==> src/uis_pkg.sv <==
`default_nettype none
// ----------------------------------------------------------------
// shared constants and carriers for the usb interrupt status block
// ----------------------------------------------------------------
package uis_pkg;

  // register bus geometry
  localparam int ADDR_W = 8;
  localparam int DATA_W = 16;

  // register offsets
  localparam logic [ADDR_W-1:0] OFF_EMPTY_EN = 8'h4C; // buffer_empty_irq_enable
  localparam logic [ADDR_W-1:0] OFF_STATUS = 8'h60;   // main_interrupt_status

  // pipe count: control pipe at bit 0, pipes 1..6 above it
  localparam int PIPE_CNT = 7;

  // reset values and masks
  localparam logic [DATA_W-1:0] EMPTY_EN_RESET = 16'h0000;
  localparam logic [DATA_W-1:0] EMPTY_EN_MASK = 16'h007F;
  localparam logic [DATA_W-1:0] READ_IDLE = 16'h0000;

  // device state codes, low two bits free while suspended
  localparam logic [2:0] DEV_POWERED = 3'h0;
  localparam logic [2:0] DEV_DEFAULT = 3'h1;
  localparam logic [2:0] DEV_ADDRESS = 3'h2;
  localparam logic [2:0] DEV_CONFIGURED = 3'h3;
  localparam logic [2:0] DEV_SUSPENDED = 3'h4;

  // control transfer stage codes
  localparam logic [2:0] STG_IDLE = 3'h0;
  localparam logic [2:0] STG_RD_DATA = 3'h1;
  localparam logic [2:0] STG_RD_STATUS = 3'h2;
  localparam logic [2:0] STG_WR_DATA = 3'h3;
  localparam logic [2:0] STG_WR_STATUS = 3'h4;
  localparam logic [2:0] STG_WR_NODATA = 3'h5;
  localparam logic [2:0] STG_SEQ_ERROR = 3'h6;

  // main status word, field order is the bit layout (msb first)
  typedef struct packed {
    logic vbusChange;      // bit 15
    logic resume;          // bit 14
    logic rsv13;           // bit 13, reads zero
    logic devStateChange;  // bit 12
    logic ctrlStageChange; // bit 11
    logic bufEmpty;        // bit 10
    logic bufNotReady;     // bit 9
    logic bufReady;        // bit 8
    logic vbusLevel;       // bit 7
    logic [2:0] devState;  // bits 6..4
    logic setupSeen;       // bit 3
    logic [2:0] ctrlStage; // bits 2..0
  } uis_stat_t;

  // events from the protocol engine, all one-cycle pulses
  typedef struct packed {
    logic swReset;         // software reset
    logic busReset;        // usb bus reset detected
    logic resumeEvt;       // resume signalling seen
    logic devStateEvt;     // device state moved
    logic [2:0] devStateNew;
    logic ctrlStageEvt;    // control stage moved
    logic [2:0] ctrlStageNew;
    logic setupEvt;        // setup packet fully received
  } uis_evt_t;

endpackage
`default_nettype wire

==> src/uis_status_top.sv <==
`default_nettype none
module uis_status_top #(
  parameter int PIPES = uis_pkg::PIPE_CNT
) (
  // clock and reset
  input wire logic ref_clk,
  input wire logic rstn,
  // register port
  input wire logic [uis_pkg::ADDR_W-1:0] regAddr,
  input wire logic [uis_pkg::DATA_W-1:0] regWdata,
  input wire logic regWr,
  input wire logic regRd,
  output var logic [uis_pkg::DATA_W-1:0] regRdata,
  // vbus pin, asynchronous
  input wire logic vbusPin,
  // internal clock supply indication, same domain
  input wire logic intClockOn,
  // protocol engine events
  input wire uis_pkg::uis_evt_t evt,
  // per-pipe empty/size-error flags, bit 0 is the control pipe
  input wire logic [PIPES-1:0] pipeEmptyFlags,
  // already-enabled summary requests from the other flag registers
  input wire logic bufNotReadyReq,
  input wire logic bufReadyReq,
  // status towards the rest of the core
  output var logic setupPending,
  output var logic [2:0] deviceState,
  output var logic [2:0] ctrlStage
);

  // ----------------------------------------------------------------
  // storage
  // ----------------------------------------------------------------
  logic [PIPES-1:0] emptyIrqEn;     // pipeN_empty_irq_en bits
  logic [PIPES-1:0] prevEmptyFlags; // last cycle's pipe flags
  logic vbusLevel;                  // filtered pin level
  logic vbusLevelPrev;              // for edge detection
  logic vbusChangeFlag;             // sticky bit 15
  logic resumeFlag;                 // sticky bit 14
  logic vbusHold;                   // clear held while clock stopped
  logic resumeHold;                 // clear held while clock stopped
  logic devStateChangeFlag;         // sticky bit 12
  logic ctrlStageChangeFlag;        // sticky bit 11
  logic bufEmptySummary;            // bit 10
  logic bufNotReadySummary;         // bit 9
  logic bufReadySummary;            // bit 8

  // ----------------------------------------------------------------
  // decode
  // ----------------------------------------------------------------
  uis_pkg::uis_stat_t wrWord;  // write data seen as status layout
  uis_pkg::uis_stat_t statNow; // current status word
  logic wrEn;                  // write to enable register
  logic wrStat;                // write to status register
  logic vbusEdge;              // either direction
  logic [PIPES-1:0] emptyRise; // enabled flags that just rose
  logic [uis_pkg::DATA_W-1:0] enWord;

  assign wrWord = uis_pkg::uis_stat_t'(regWdata);
  assign wrEn = regWr && (regAddr == uis_pkg::OFF_EMPTY_EN);
  assign wrStat = regWr && (regAddr == uis_pkg::OFF_STATUS);
  assign vbusEdge = vbusLevel ^ vbusLevelPrev;
  // only enabled pipe flags set the summary; any pipe flag still high blocks its clear
  assign emptyRise = pipeEmptyFlags & ~prevEmptyFlags & emptyIrqEn;
  // pad enable register, reserved bits read zero
  assign enWord = {{(uis_pkg::DATA_W - PIPES){1'b0}}, emptyIrqEn};

  // status word assembly, bit 13 tied low
  always_comb begin
    statNow = '0;
    statNow.vbusChange = vbusChangeFlag;
    statNow.resume = resumeFlag;
    statNow.rsv13 = 1'b0;
    statNow.devStateChange = devStateChangeFlag;
    statNow.ctrlStageChange = ctrlStageChangeFlag;
    statNow.bufEmpty = bufEmptySummary;
    statNow.bufNotReady = bufNotReadySummary;
    statNow.bufReady = bufReadySummary;
    statNow.vbusLevel = vbusLevel;
    statNow.devState = deviceState;
    statNow.setupSeen = setupPending;
    statNow.ctrlStage = ctrlStage;
  end

  // ----------------------------------------------------------------
  // vbus pin capture
  // ----------------------------------------------------------------
  // pin is asynchronous, so it is filtered before anyone looks at it
  uis_sync3 vbusSync (
    .ref_clk(ref_clk),
    .rstn(rstn),
    .asyncIn(vbusPin),
    .syncOut(vbusLevel)
  );

  // edge detector history
  always_ff @(posedge ref_clk or negedge rstn) begin
    if (!rstn) begin
      vbusLevelPrev <= 1'b0;
    end else begin
      vbusLevelPrev <= vbusLevel;
    end
  end

  // ----------------------------------------------------------------
  // enable register
  // ----------------------------------------------------------------
  // only the pipe bits are stored; the rest cannot be written
  always_ff @(posedge ref_clk or negedge rstn) begin
    if (!rstn) begin
      emptyIrqEn <= uis_pkg::EMPTY_EN_RESET[PIPES-1:0];
    end else if (evt.swReset) begin
      emptyIrqEn <= uis_pkg::EMPTY_EN_RESET[PIPES-1:0];
    end else if (wrEn) begin
      emptyIrqEn <= regWdata[PIPES-1:0];
    end
  end

  // ----------------------------------------------------------------
  // vbus change and resume flags
  // ----------------------------------------------------------------
  // with the clock stopped a written 0 keeps the clear asserted, which
  // blocks new sets until a 1 is written; the hold is the point
  always_ff @(posedge ref_clk or negedge rstn) begin
    if (!rstn) begin
      vbusChangeFlag <= 1'b0;
      vbusHold <= 1'b0;
    end else if (evt.swReset) begin
      vbusChangeFlag <= 1'b0;
      vbusHold <= 1'b0;
    end else begin
      // set beats a plain clear, but not an active hold
      if (vbusEdge && !vbusHold) begin
        vbusChangeFlag <= 1'b1;
      end else if (wrStat && !wrWord.vbusChange) begin
        vbusChangeFlag <= 1'b0;
      end
      // hold only exists while the clock is stopped
      if (intClockOn) begin
        vbusHold <= 1'b0;
      end else if (wrStat) begin
        vbusHold <= !wrWord.vbusChange;
      end
    end
  end

  // same treatment for resume
  always_ff @(posedge ref_clk or negedge rstn) begin
    if (!rstn) begin
      resumeFlag <= 1'b0;
      resumeHold <= 1'b0;
    end else if (evt.swReset) begin
      resumeFlag <= 1'b0;
      resumeHold <= 1'b0;
    end else begin
      if (evt.resumeEvt && !resumeHold) begin
        resumeFlag <= 1'b1;
      end else if (wrStat && !wrWord.resume) begin
        resumeFlag <= 1'b0;
      end
      if (intClockOn) begin
        resumeHold <= 1'b0;
      end else if (wrStat) begin
        resumeHold <= !wrWord.resume;
      end
    end
  end

  // ----------------------------------------------------------------
  // device state and its change flag
  // ----------------------------------------------------------------
  // bus reset outranks an engine-reported move in the same cycle
  always_ff @(posedge ref_clk or negedge rstn) begin
    if (!rstn) begin
      deviceState <= uis_pkg::DEV_POWERED;
    end else if (evt.swReset) begin
      deviceState <= uis_pkg::DEV_POWERED;
    end else if (evt.busReset) begin
      deviceState <= uis_pkg::DEV_DEFAULT;
    end else if (evt.devStateEvt) begin
      deviceState <= evt.devStateNew;
    end
  end

  // clearing needs the internal clock; writing 1 does nothing
  always_ff @(posedge ref_clk or negedge rstn) begin
    if (!rstn) begin
      devStateChangeFlag <= 1'b0;
    end else if (evt.swReset) begin
      devStateChangeFlag <= 1'b0;
    end else if (evt.busReset || evt.devStateEvt) begin
      devStateChangeFlag <= 1'b1;
    end else if (wrStat && intClockOn && !wrWord.devStateChange) begin
      devStateChangeFlag <= 1'b0;
    end
  end

  // ----------------------------------------------------------------
  // control stage and its change flag
  // ----------------------------------------------------------------
  // field is written only by the engine
  always_ff @(posedge ref_clk or negedge rstn) begin
    if (!rstn) begin
      ctrlStage <= uis_pkg::STG_IDLE;
    end else if (evt.swReset) begin
      ctrlStage <= uis_pkg::STG_IDLE;
    end else if (evt.ctrlStageEvt) begin
      ctrlStage <= evt.ctrlStageNew;
    end
  end

  // sticky flag, set wins over clear
  always_ff @(posedge ref_clk or negedge rstn) begin
    if (!rstn) begin
      ctrlStageChangeFlag <= 1'b0;
    end else if (evt.swReset) begin
      ctrlStageChangeFlag <= 1'b0;
    end else if (evt.ctrlStageEvt) begin
      ctrlStageChangeFlag <= 1'b1;
    end else if (wrStat && intClockOn && !wrWord.ctrlStageChange) begin
      ctrlStageChangeFlag <= 1'b0;
    end
  end

  // ----------------------------------------------------------------
  // setup packet flag
  // ----------------------------------------------------------------
  // other logic blocks pid writes while this is high
  always_ff @(posedge ref_clk or negedge rstn) begin
    if (!rstn) begin
      setupPending <= 1'b0;
    end else if (evt.swReset) begin
      setupPending <= 1'b0;
    end else if (evt.setupEvt) begin
      setupPending <= 1'b1;
    end else if (wrStat && intClockOn && !wrWord.setupSeen) begin
      setupPending <= 1'b0;
    end
  end

  // ----------------------------------------------------------------
  // buffer summaries
  // ----------------------------------------------------------------
  // no write path exists into any of these
  always_ff @(posedge ref_clk or negedge rstn) begin
    if (!rstn) begin
      prevEmptyFlags <= '0;
      bufEmptySummary <= 1'b0;
    end else if (evt.swReset) begin
      prevEmptyFlags <= pipeEmptyFlags;
      bufEmptySummary <= 1'b0;
    end else begin
      prevEmptyFlags <= pipeEmptyFlags;
      if (|emptyRise) begin
        bufEmptySummary <= 1'b1;
      end else if (pipeEmptyFlags == '0) begin
        bufEmptySummary <= 1'b0;
      end
    end
  end

  // requests arrive already enabled; summary tracks them
  always_ff @(posedge ref_clk or negedge rstn) begin
    if (!rstn) begin
      bufNotReadySummary <= 1'b0;
      bufReadySummary <= 1'b0;
    end else if (evt.swReset) begin
      bufNotReadySummary <= 1'b0;
      bufReadySummary <= 1'b0;
    end else begin
      bufNotReadySummary <= bufNotReadyReq;
      bufReadySummary <= bufReadyReq;
    end
  end

  // ----------------------------------------------------------------
  // read port
  // ----------------------------------------------------------------
  // data stand for one cycle after the strobe, zero otherwise
  always_ff @(posedge ref_clk or negedge rstn) begin
    if (!rstn) begin
      regRdata <= uis_pkg::READ_IDLE;
    end else if (regRd) begin
      case (regAddr)
        uis_pkg::OFF_EMPTY_EN: regRdata <= enWord & uis_pkg::EMPTY_EN_MASK;
        uis_pkg::OFF_STATUS: regRdata <= statNow;
        default: regRdata <= uis_pkg::READ_IDLE; // unmapped reads zero
      endcase
    end else begin
      regRdata <= uis_pkg::READ_IDLE;
    end
  end
endmodule
`default_nettype wire

==> src/uis_sync3.sv <==
`default_nettype none
// ----------------------------------------------------------------
// three-stage synchroniser with agreement filter
// ----------------------------------------------------------------
module uis_sync3 (
  // clock and reset
  input wire logic ref_clk,
  input wire logic rstn,
  // asynchronous level in
  input wire logic asyncIn,
  // filtered level out
  output var logic syncOut
);

  logic stage1; // metastable catcher, read only by stage2
  logic stage2; // first settled copy
  logic stage3; // second settled copy

  // shift chain
  always_ff @(posedge ref_clk or negedge rstn) begin
    if (!rstn) begin
      stage1 <= 1'b0;
      stage2 <= 1'b0;
      stage3 <= 1'b0;
    end else begin
      stage1 <= asyncIn;
      stage2 <= stage1;
      stage3 <= stage2;
    end
  end

  // output moves only when the two settled copies agree
  always_ff @(posedge ref_clk or negedge rstn) begin
    if (!rstn) begin
      syncOut <= 1'b0;
    end else if (stage2 == stage3) begin
      syncOut <= stage3;
    end
  end

endmodule
`default_nettype wire

==> config.mk <==
export PLATFORM = sky130hd
export DESIGN_NAME = uis_status_top
export DESIGN_NICKNAME = d
export VERILOG_FILES = /design/src/uis_pkg.sv /design/src/uis_status_top.sv /design/src/uis_sync3.sv
export SDC_FILE = /design/constraint.sdc
export NUM_CORES = 1
export LEC_CHECK = 0
export ABC_CLOCK_PERIOD_IN_PS = 1000
export BUFFER_PORTS_ARGS = -buffer_cell sky130_fd_sc_hd__buf_2
export CORE_UTILIZATION = 40
export CTS_CLUSTER_SIZE = 30
export DETAILED_ROUTE_END_ITERATION = 6
export PLACE_DENSITY_LB_ADDON = 0.3
export SLEW_MARGIN = 20
export SYNTH_ARGS = -nofsm -noshare
export SYNTH_HDL_FRONTEND = slang
export SYNTH_SLANG_ARGS = --single-unit
==> constraint.sdc <==
create_clock -name ref_clk -period 1 [get_ports ref_clk]
set_input_delay 0.2 -clock ref_clk [delete_from_list [all_inputs] [get_ports ref_clk]]
set_output_delay 0.2 -clock ref_clk [all_outputs]
set_load 0.03 [all_outputs]
# After elaboration in Yosys (flattened, before gate mapping)
# Index checks and enable logic that the tools add are counted.
[word_totals]
ff_bits = 51
input_bits = 51
output_inout_bits = 23
wordCells = 92
[op_classes]
n_eq_ne = 3
muxes = 35
n_bitwise = 4
n_reduce_logical = 30
[op_table]
columns = ["cell", "count"]
rows = [
  ["$pmux W16 S2", 1],
  ["$mux W1", 26],
  ["$reduce_bool A3 Y1", 8],
  ["$eq A8 B7 Y1 const B", 2],
  ["$mux W16", 1],
  ["$mux W3", 5],
  ["$and A7 B7 Y7", 2],
  ["$mux W7", 2],
  ["$logic_and A1 B1 Y1", 10],
  ["$logic_not A1 Y1", 7],
  ["$logic_not A7 Y1", 1],
  ["$not A7 Y7", 1],
  ["$reduce_or A7 Y1", 1],
  ["$reduce_bool A2 Y1", 2],
  ["$eq A1 B1 Y1", 1],
  ["$logic_or A1 B1 Y1", 1],
  ["$xor A1 B1 Y1", 1],
]

# Logic depth before layout (Yosys ltp)
[logic_depth]
ltp_word = 7
ltp_mapped = 5
ltp_nobuf = 3

# Modules after synthesis
# A second synthesis with hierarchy kept.
[unflattened]
cells_unflattened = 143
hier_area_um2 = 1961.9
[modules_own_cells]
columns = ["mod", "instances", "cells_per_inst", "area_per_inst_um2", "seq_area_each_um2"]
rows = [
  ["uis_status_top", 1, 138, 1850.5, 1151.1],
  ["uis_sync3", 1, 5, 111.4, 100.1],
]

# Worst setup path before layout
# Ideal clock, no wire load.
[synth_timing]
path_kind = "input port to flip-flop"
start = "input regAddr[0] (netlist name)"
end = "register emptyIrqEn[0]"
setup_ps = 121
t_arrival_ps = 1470
t_required_ps = 879
path_slack_ps = -591
cell_stages = 3
n_path_buf = 0
cell_sequence = "or4b_4 -> o41a_4 -> a22o_1"
[synth_via]
elab_chain_len = 3
[synth_rtl]
columns = ["item", "line", "text"]
rows = [
  ["start, declared", "uis_status_top.sv:9", "input wire logic [uis_pkg::ADDR_W-1:0] regAddr,"],
  ["$eq A8 B7 Y1", "uis_status_top.sv:60", "assign wrEn = regWr && (regAddr == uis_pkg::OFF_EMPTY_EN);"],
  ["$logic_and A1 B1 Y1", "uis_status_top.sv:60", ""],
  ["$reduce_bool A2 Y1 (no source line)", "n/a", ""],
  ["end signal, assigned", "uis_status_top.sv:111", "emptyIrqEn <= uis_pkg::EMPTY_EN_RESET[PIPES-1:0];"],
  ["end signal, assigned", "uis_status_top.sv:113", "emptyIrqEn <= uis_pkg::EMPTY_EN_RESET[PIPES-1:0];"],
  ["end signal, assigned", "uis_status_top.sv:115", "emptyIrqEn <= regWdata[PIPES-1:0];"],
  ["end, declared", "uis_status_top.sv:34", "logic [PIPES-1:0] emptyIrqEn;"],
]
# Every way passes these cells.
# A chain may end at the register's enable or synchronous reset.

# Worst setup path after layout
[layout_timing]
start = "input regAddr[0] (netlist name)"
end = "register emptyIrqEn[2]"
# Same word-level chain as after synthesis.

==> impl_metrics.env <==
export IMPL_p_comb_frac=0.127
export IMPL_wl_met2_um=2161
export IMPL_cts_buffer_depth=2
export IMPL_yosysSeqAreaShare=0.6418
export IMPL_antenna_found_initial=0
export IMPL_arrival_ns=1.57
export IMPL_wl_met1_um=2101
export IMPL_final_net_count=304
export IMPL_reg2reg_slack_ns=-0.01
export IMPL_critPathMaxStageDelay_ns=0.54
export IMPL_fill_cells=361
export IMPL_grt_max_degree=51
export IMPL_status="finished, violations left"
export IMPL_switchingPower_uw=934.1
export IMPL_worstSkewPairLatency_ns=0.30
export IMPL_gp_congestion=0.7873
export IMPL_leakagePower_uw=0.001526
export IMPL_hold_depth=1
export IMPL_drc=0
export IMPL_vias_per_cell=5.094
export IMPL_drt_pass1_iter_count=4
export IMPL_areaGrowthSynthToFinish_pct=61.23
export IMPL_failed_checks="negative setup slack"
export IMPL_io_pins=74
export IMPL_min_from="pipeEmptyFlags[2]"
export IMPL_r2r_end="deviceState[0]$_DFFE_PN0P_"
export IMPL_drt_wl_total_um=4581
export IMPL_crit_type="input pin to flip-flop"
export IMPL_max_cap_violations=0
export IMPL_postSynthAreaPerCell_um2=13.44
export IMPL_rsz0062_at_grt="true"
export IMPL_cts_tree="yes"
export IMPL_crit_buf_inv=1
export IMPL_start_util=0.4155
export IMPL_yosys_cell_types_count=31
export IMPL_cp_slowest_cell="or4b_4"
export IMPL_cts_buffers=5
export IMPL_cts_sinks=50
export IMPL_required_ns=1.19
export IMPL_rows=25
export IMPL_routed_wl_met3_um=241
export IMPL_portBuffers=67
export IMPL_design_area_um2=3143
export IMPL_die_w_um=71.81
export IMPL_critPathCaptureType="flip-flop"
export IMPL_wl_per_cell_um=14.87
export IMPL_clock_skew_ns=0.003330
export IMPL_coreArea_um2=4692
export IMPL_clk_pin_slew_worst_paths_ns=0.09
export IMPL_p_sw_frac=0.2280
export IMPL_layout_setup_ws_ns=-0.3733
export IMPL_p_per_area_nw_per_um2=1304
export IMPL_r2r_start="deviceState[0]$_DFFE_PN0P_"
export IMPL_die_area_um2=5157
export IMPL_r2r_cells=4
export IMPL_ant_nets=0
export IMPL_period_share=1.373
export IMPL_grt_ovfl_total=0
export IMPL_hold_slack_ns=0.06622
export IMPL_synth_area_um2=1949
export IMPL_hold_viol_final=0
export IMPL_grt_pass1_vias=1484
export IMPL_dieHeight_um=71.81
export IMPL_start_kind="input pin"
export IMPL_first_iter_violations=89
export IMPL_dp_hpwl_um=3166
export IMPL_root_buffer="clkbuf_8"
export IMPL_highest_layer="met4"
export IMPL_p_clk_frac=0.356
export IMPL_ctsHtreeMaxLevel=2
export IMPL_cp_max_fo=7
export IMPL_hold_end="prevEmptyFlags[2]$_DFF_PN0_"
export IMPL_dr_total_vias=1569
export IMPL_drive_above_1_share=0.5472
export IMPL_crit_chain="buf_6 -> or4b_4 -> o41a_4 -> a22o_1"
export IMPL_antenna_cells=0
export IMPL_grtUsageTotal=0.1869
export IMPL_fmax_mhz=728.2
export IMPL_setup_violations=40
export IMPL_min_period_ns=1.373
export IMPL_grt_pass1_wl_um=7134
export IMPL_yosys_warnings=0
export IMPL_hold_path_class="input pin to flip-flop"
export IMPL_slew_viol_final=0
export IMPL_syn_nets=196
export IMPL_dpl_instance_area_um2=2671
export IMPL_syn_instance_count=145
export IMPL_ir_worst_vdd_uv=765.3
export IMPL_p_seq_frac=0.516
export IMPL_ys_seq_elements=50
export IMPL_p_int_uw=3163
export IMPL_critPathTopFamily="compound AO/OA/AOI/OAI gates"
-- cell usage after synthesis (all sizes together) --
library cell   n  area [µm²]
a22o          14       122.6
nor4           2       42.54
dfrtp         50        1251
inv            7       26.28
a41oi          1       8.760
o41ai          1       8.760
clkbuf         4       15.01
nor4b          3       26.28
a31oi          4       25.02
and2           8       50.05
or4            1       7.510
a21oi          4       20.02
or2b           1       8.760
nor2           6       22.52
xor2           1       8.760
and3           3       18.77
nor3b          2       15.01
o41a           1       21.27
or4b           1       13.76
nor3           3       15.01
nand3b         4       30.03
a2111oi        2       17.52
and3b          2       17.52
mux2i          5       50.05
conb           1       3.750
buf            4       28.78
maj3           1       10.01
a211oi         6       45.04
nor2b          3       18.77
-- cells by family (layout without fill, tap and decap cells) --
group	after synthesis	count (layout)	synth area share
DFF	50	50	0.6418
and+or+nand+nor	39	39	0.1470
AOI/OAI and AO/OA	33	33	0.1380
buffers and inverters	15	124	0.03594
muxes	5	5	0.02567
adders and majority gates	1	1	0.005135
other	1	1	0.001924
xor gates and xnor gates	1	1	0.004494
-- area by class of cell --
type                       count  area [µm²]  area share
sequential                    50        1252      0.3985
inverter                       7       26.28    0.008360
multi-input combinational     80       807.0      0.2568
clock buffer                   7       86.33     0.02747
timing repair buffer         109       873.3      0.2779
tap                           54       67.56     0.02150
clock inverter                 1       30.03    0.009554
-- sequential cells by signal (all words and copies together) (netlist names), 3 cells and up --
signal and flops:
deviceState 3, ctrlStage 3, emptyIrqEn 7, prevEmptyFlags 7
regRdata 15
-- stage by stage --
step	setup slack [ns]	setup TNS [ns]	std cells	utilization	power (µW)
floorplan	-0.5909	-8.050	145	-	2318
global placement	-0.6774	-14.08	288	0.5693	2575
detailed placement	-0.7069	-14.54	288	0.5693	2582
CTS	-0.3679	-5.450	304	0.6480	4082
global route	-0.3854	-6.595	308	0.6699	4254
finish	-0.3733	-5.281	308	0.6699	4097
-- worst max path at each step --
stage	cells after the start	endpoint	from	slack [ns]
after global placement	4	emptyIrqEn[6]$_DFFE_PN0P_	regAddr[0]	-0.68
after floorplan	3	emptyIrqEn[0]$_DFFE_PN0P_	regAddr[0]	-0.59
after detailed placement	4	emptyIrqEn[2]$_DFFE_PN0P_	regAddr[0]	-0.71
final	4	emptyIrqEn[2]$_DFFE_PN0P_	regAddr[0]	-0.37
after global routing	4	emptyIrqEn[0]$_DFFE_PN0P_	regAddr[0]	-0.39
after CTS	4	emptyIrqEn[2]$_DFFE_PN0P_	regAddr[0]	-0.37
-- repair_timing --
item,CTS,global route
hold endpoints to repair,51,0
setup endpoints to repair,51,53
buffers inserted,7,4
hold buffers,2,0
gates resized for setup,52,13
pin swaps,8,10
-- power by group through the flow --
stage,Clock (µW),Combinational (µW),Sequential [µW]
global route,1570,565,2120
floorplan,0,140,2180
CTS,1480,486,2110
global placement,0,420,2150
detailed placement,0,425,2160
finish,1460,522,2110
-- layer usage --
metal / GRT usage / vias up
met5: 0 / -
met4: 0.06536 / 0
met3: 0.03235 / 8
met2: 0.2872 / 59
met1: 0.2690 / 759
li1: - / 743
-- layout by cell type (no fill, tap or decap), types with 2 or more instances in the layout --
cell type      synthesis  final
a2111oi_4              0      2
a211oi_2               0      6
a21oi_1                4      4
a22o_1                14     14
a31oi_4                0      2
and2_1                 8      7
and3_1                 3      2
and3b_1                2      2
buf_12                 0      3
buf_2                  2     40
buf_4                  1     34
buf_6                  1     30
clkbuf_8               0      6
dfrtp_1               50     49
dlygate4sd3_1          0      2
inv_1                  7      7
mux2i_1                5      5
nand3b_1               4      4
nor2_1                 6      6
nor2b_1                3      2
nor3_1                 3      3
nor3b_1                2      2
nor4_4                 2      2
nor4b_4                0      2
No activity file was read; power rests on OpenSTA's default activity.
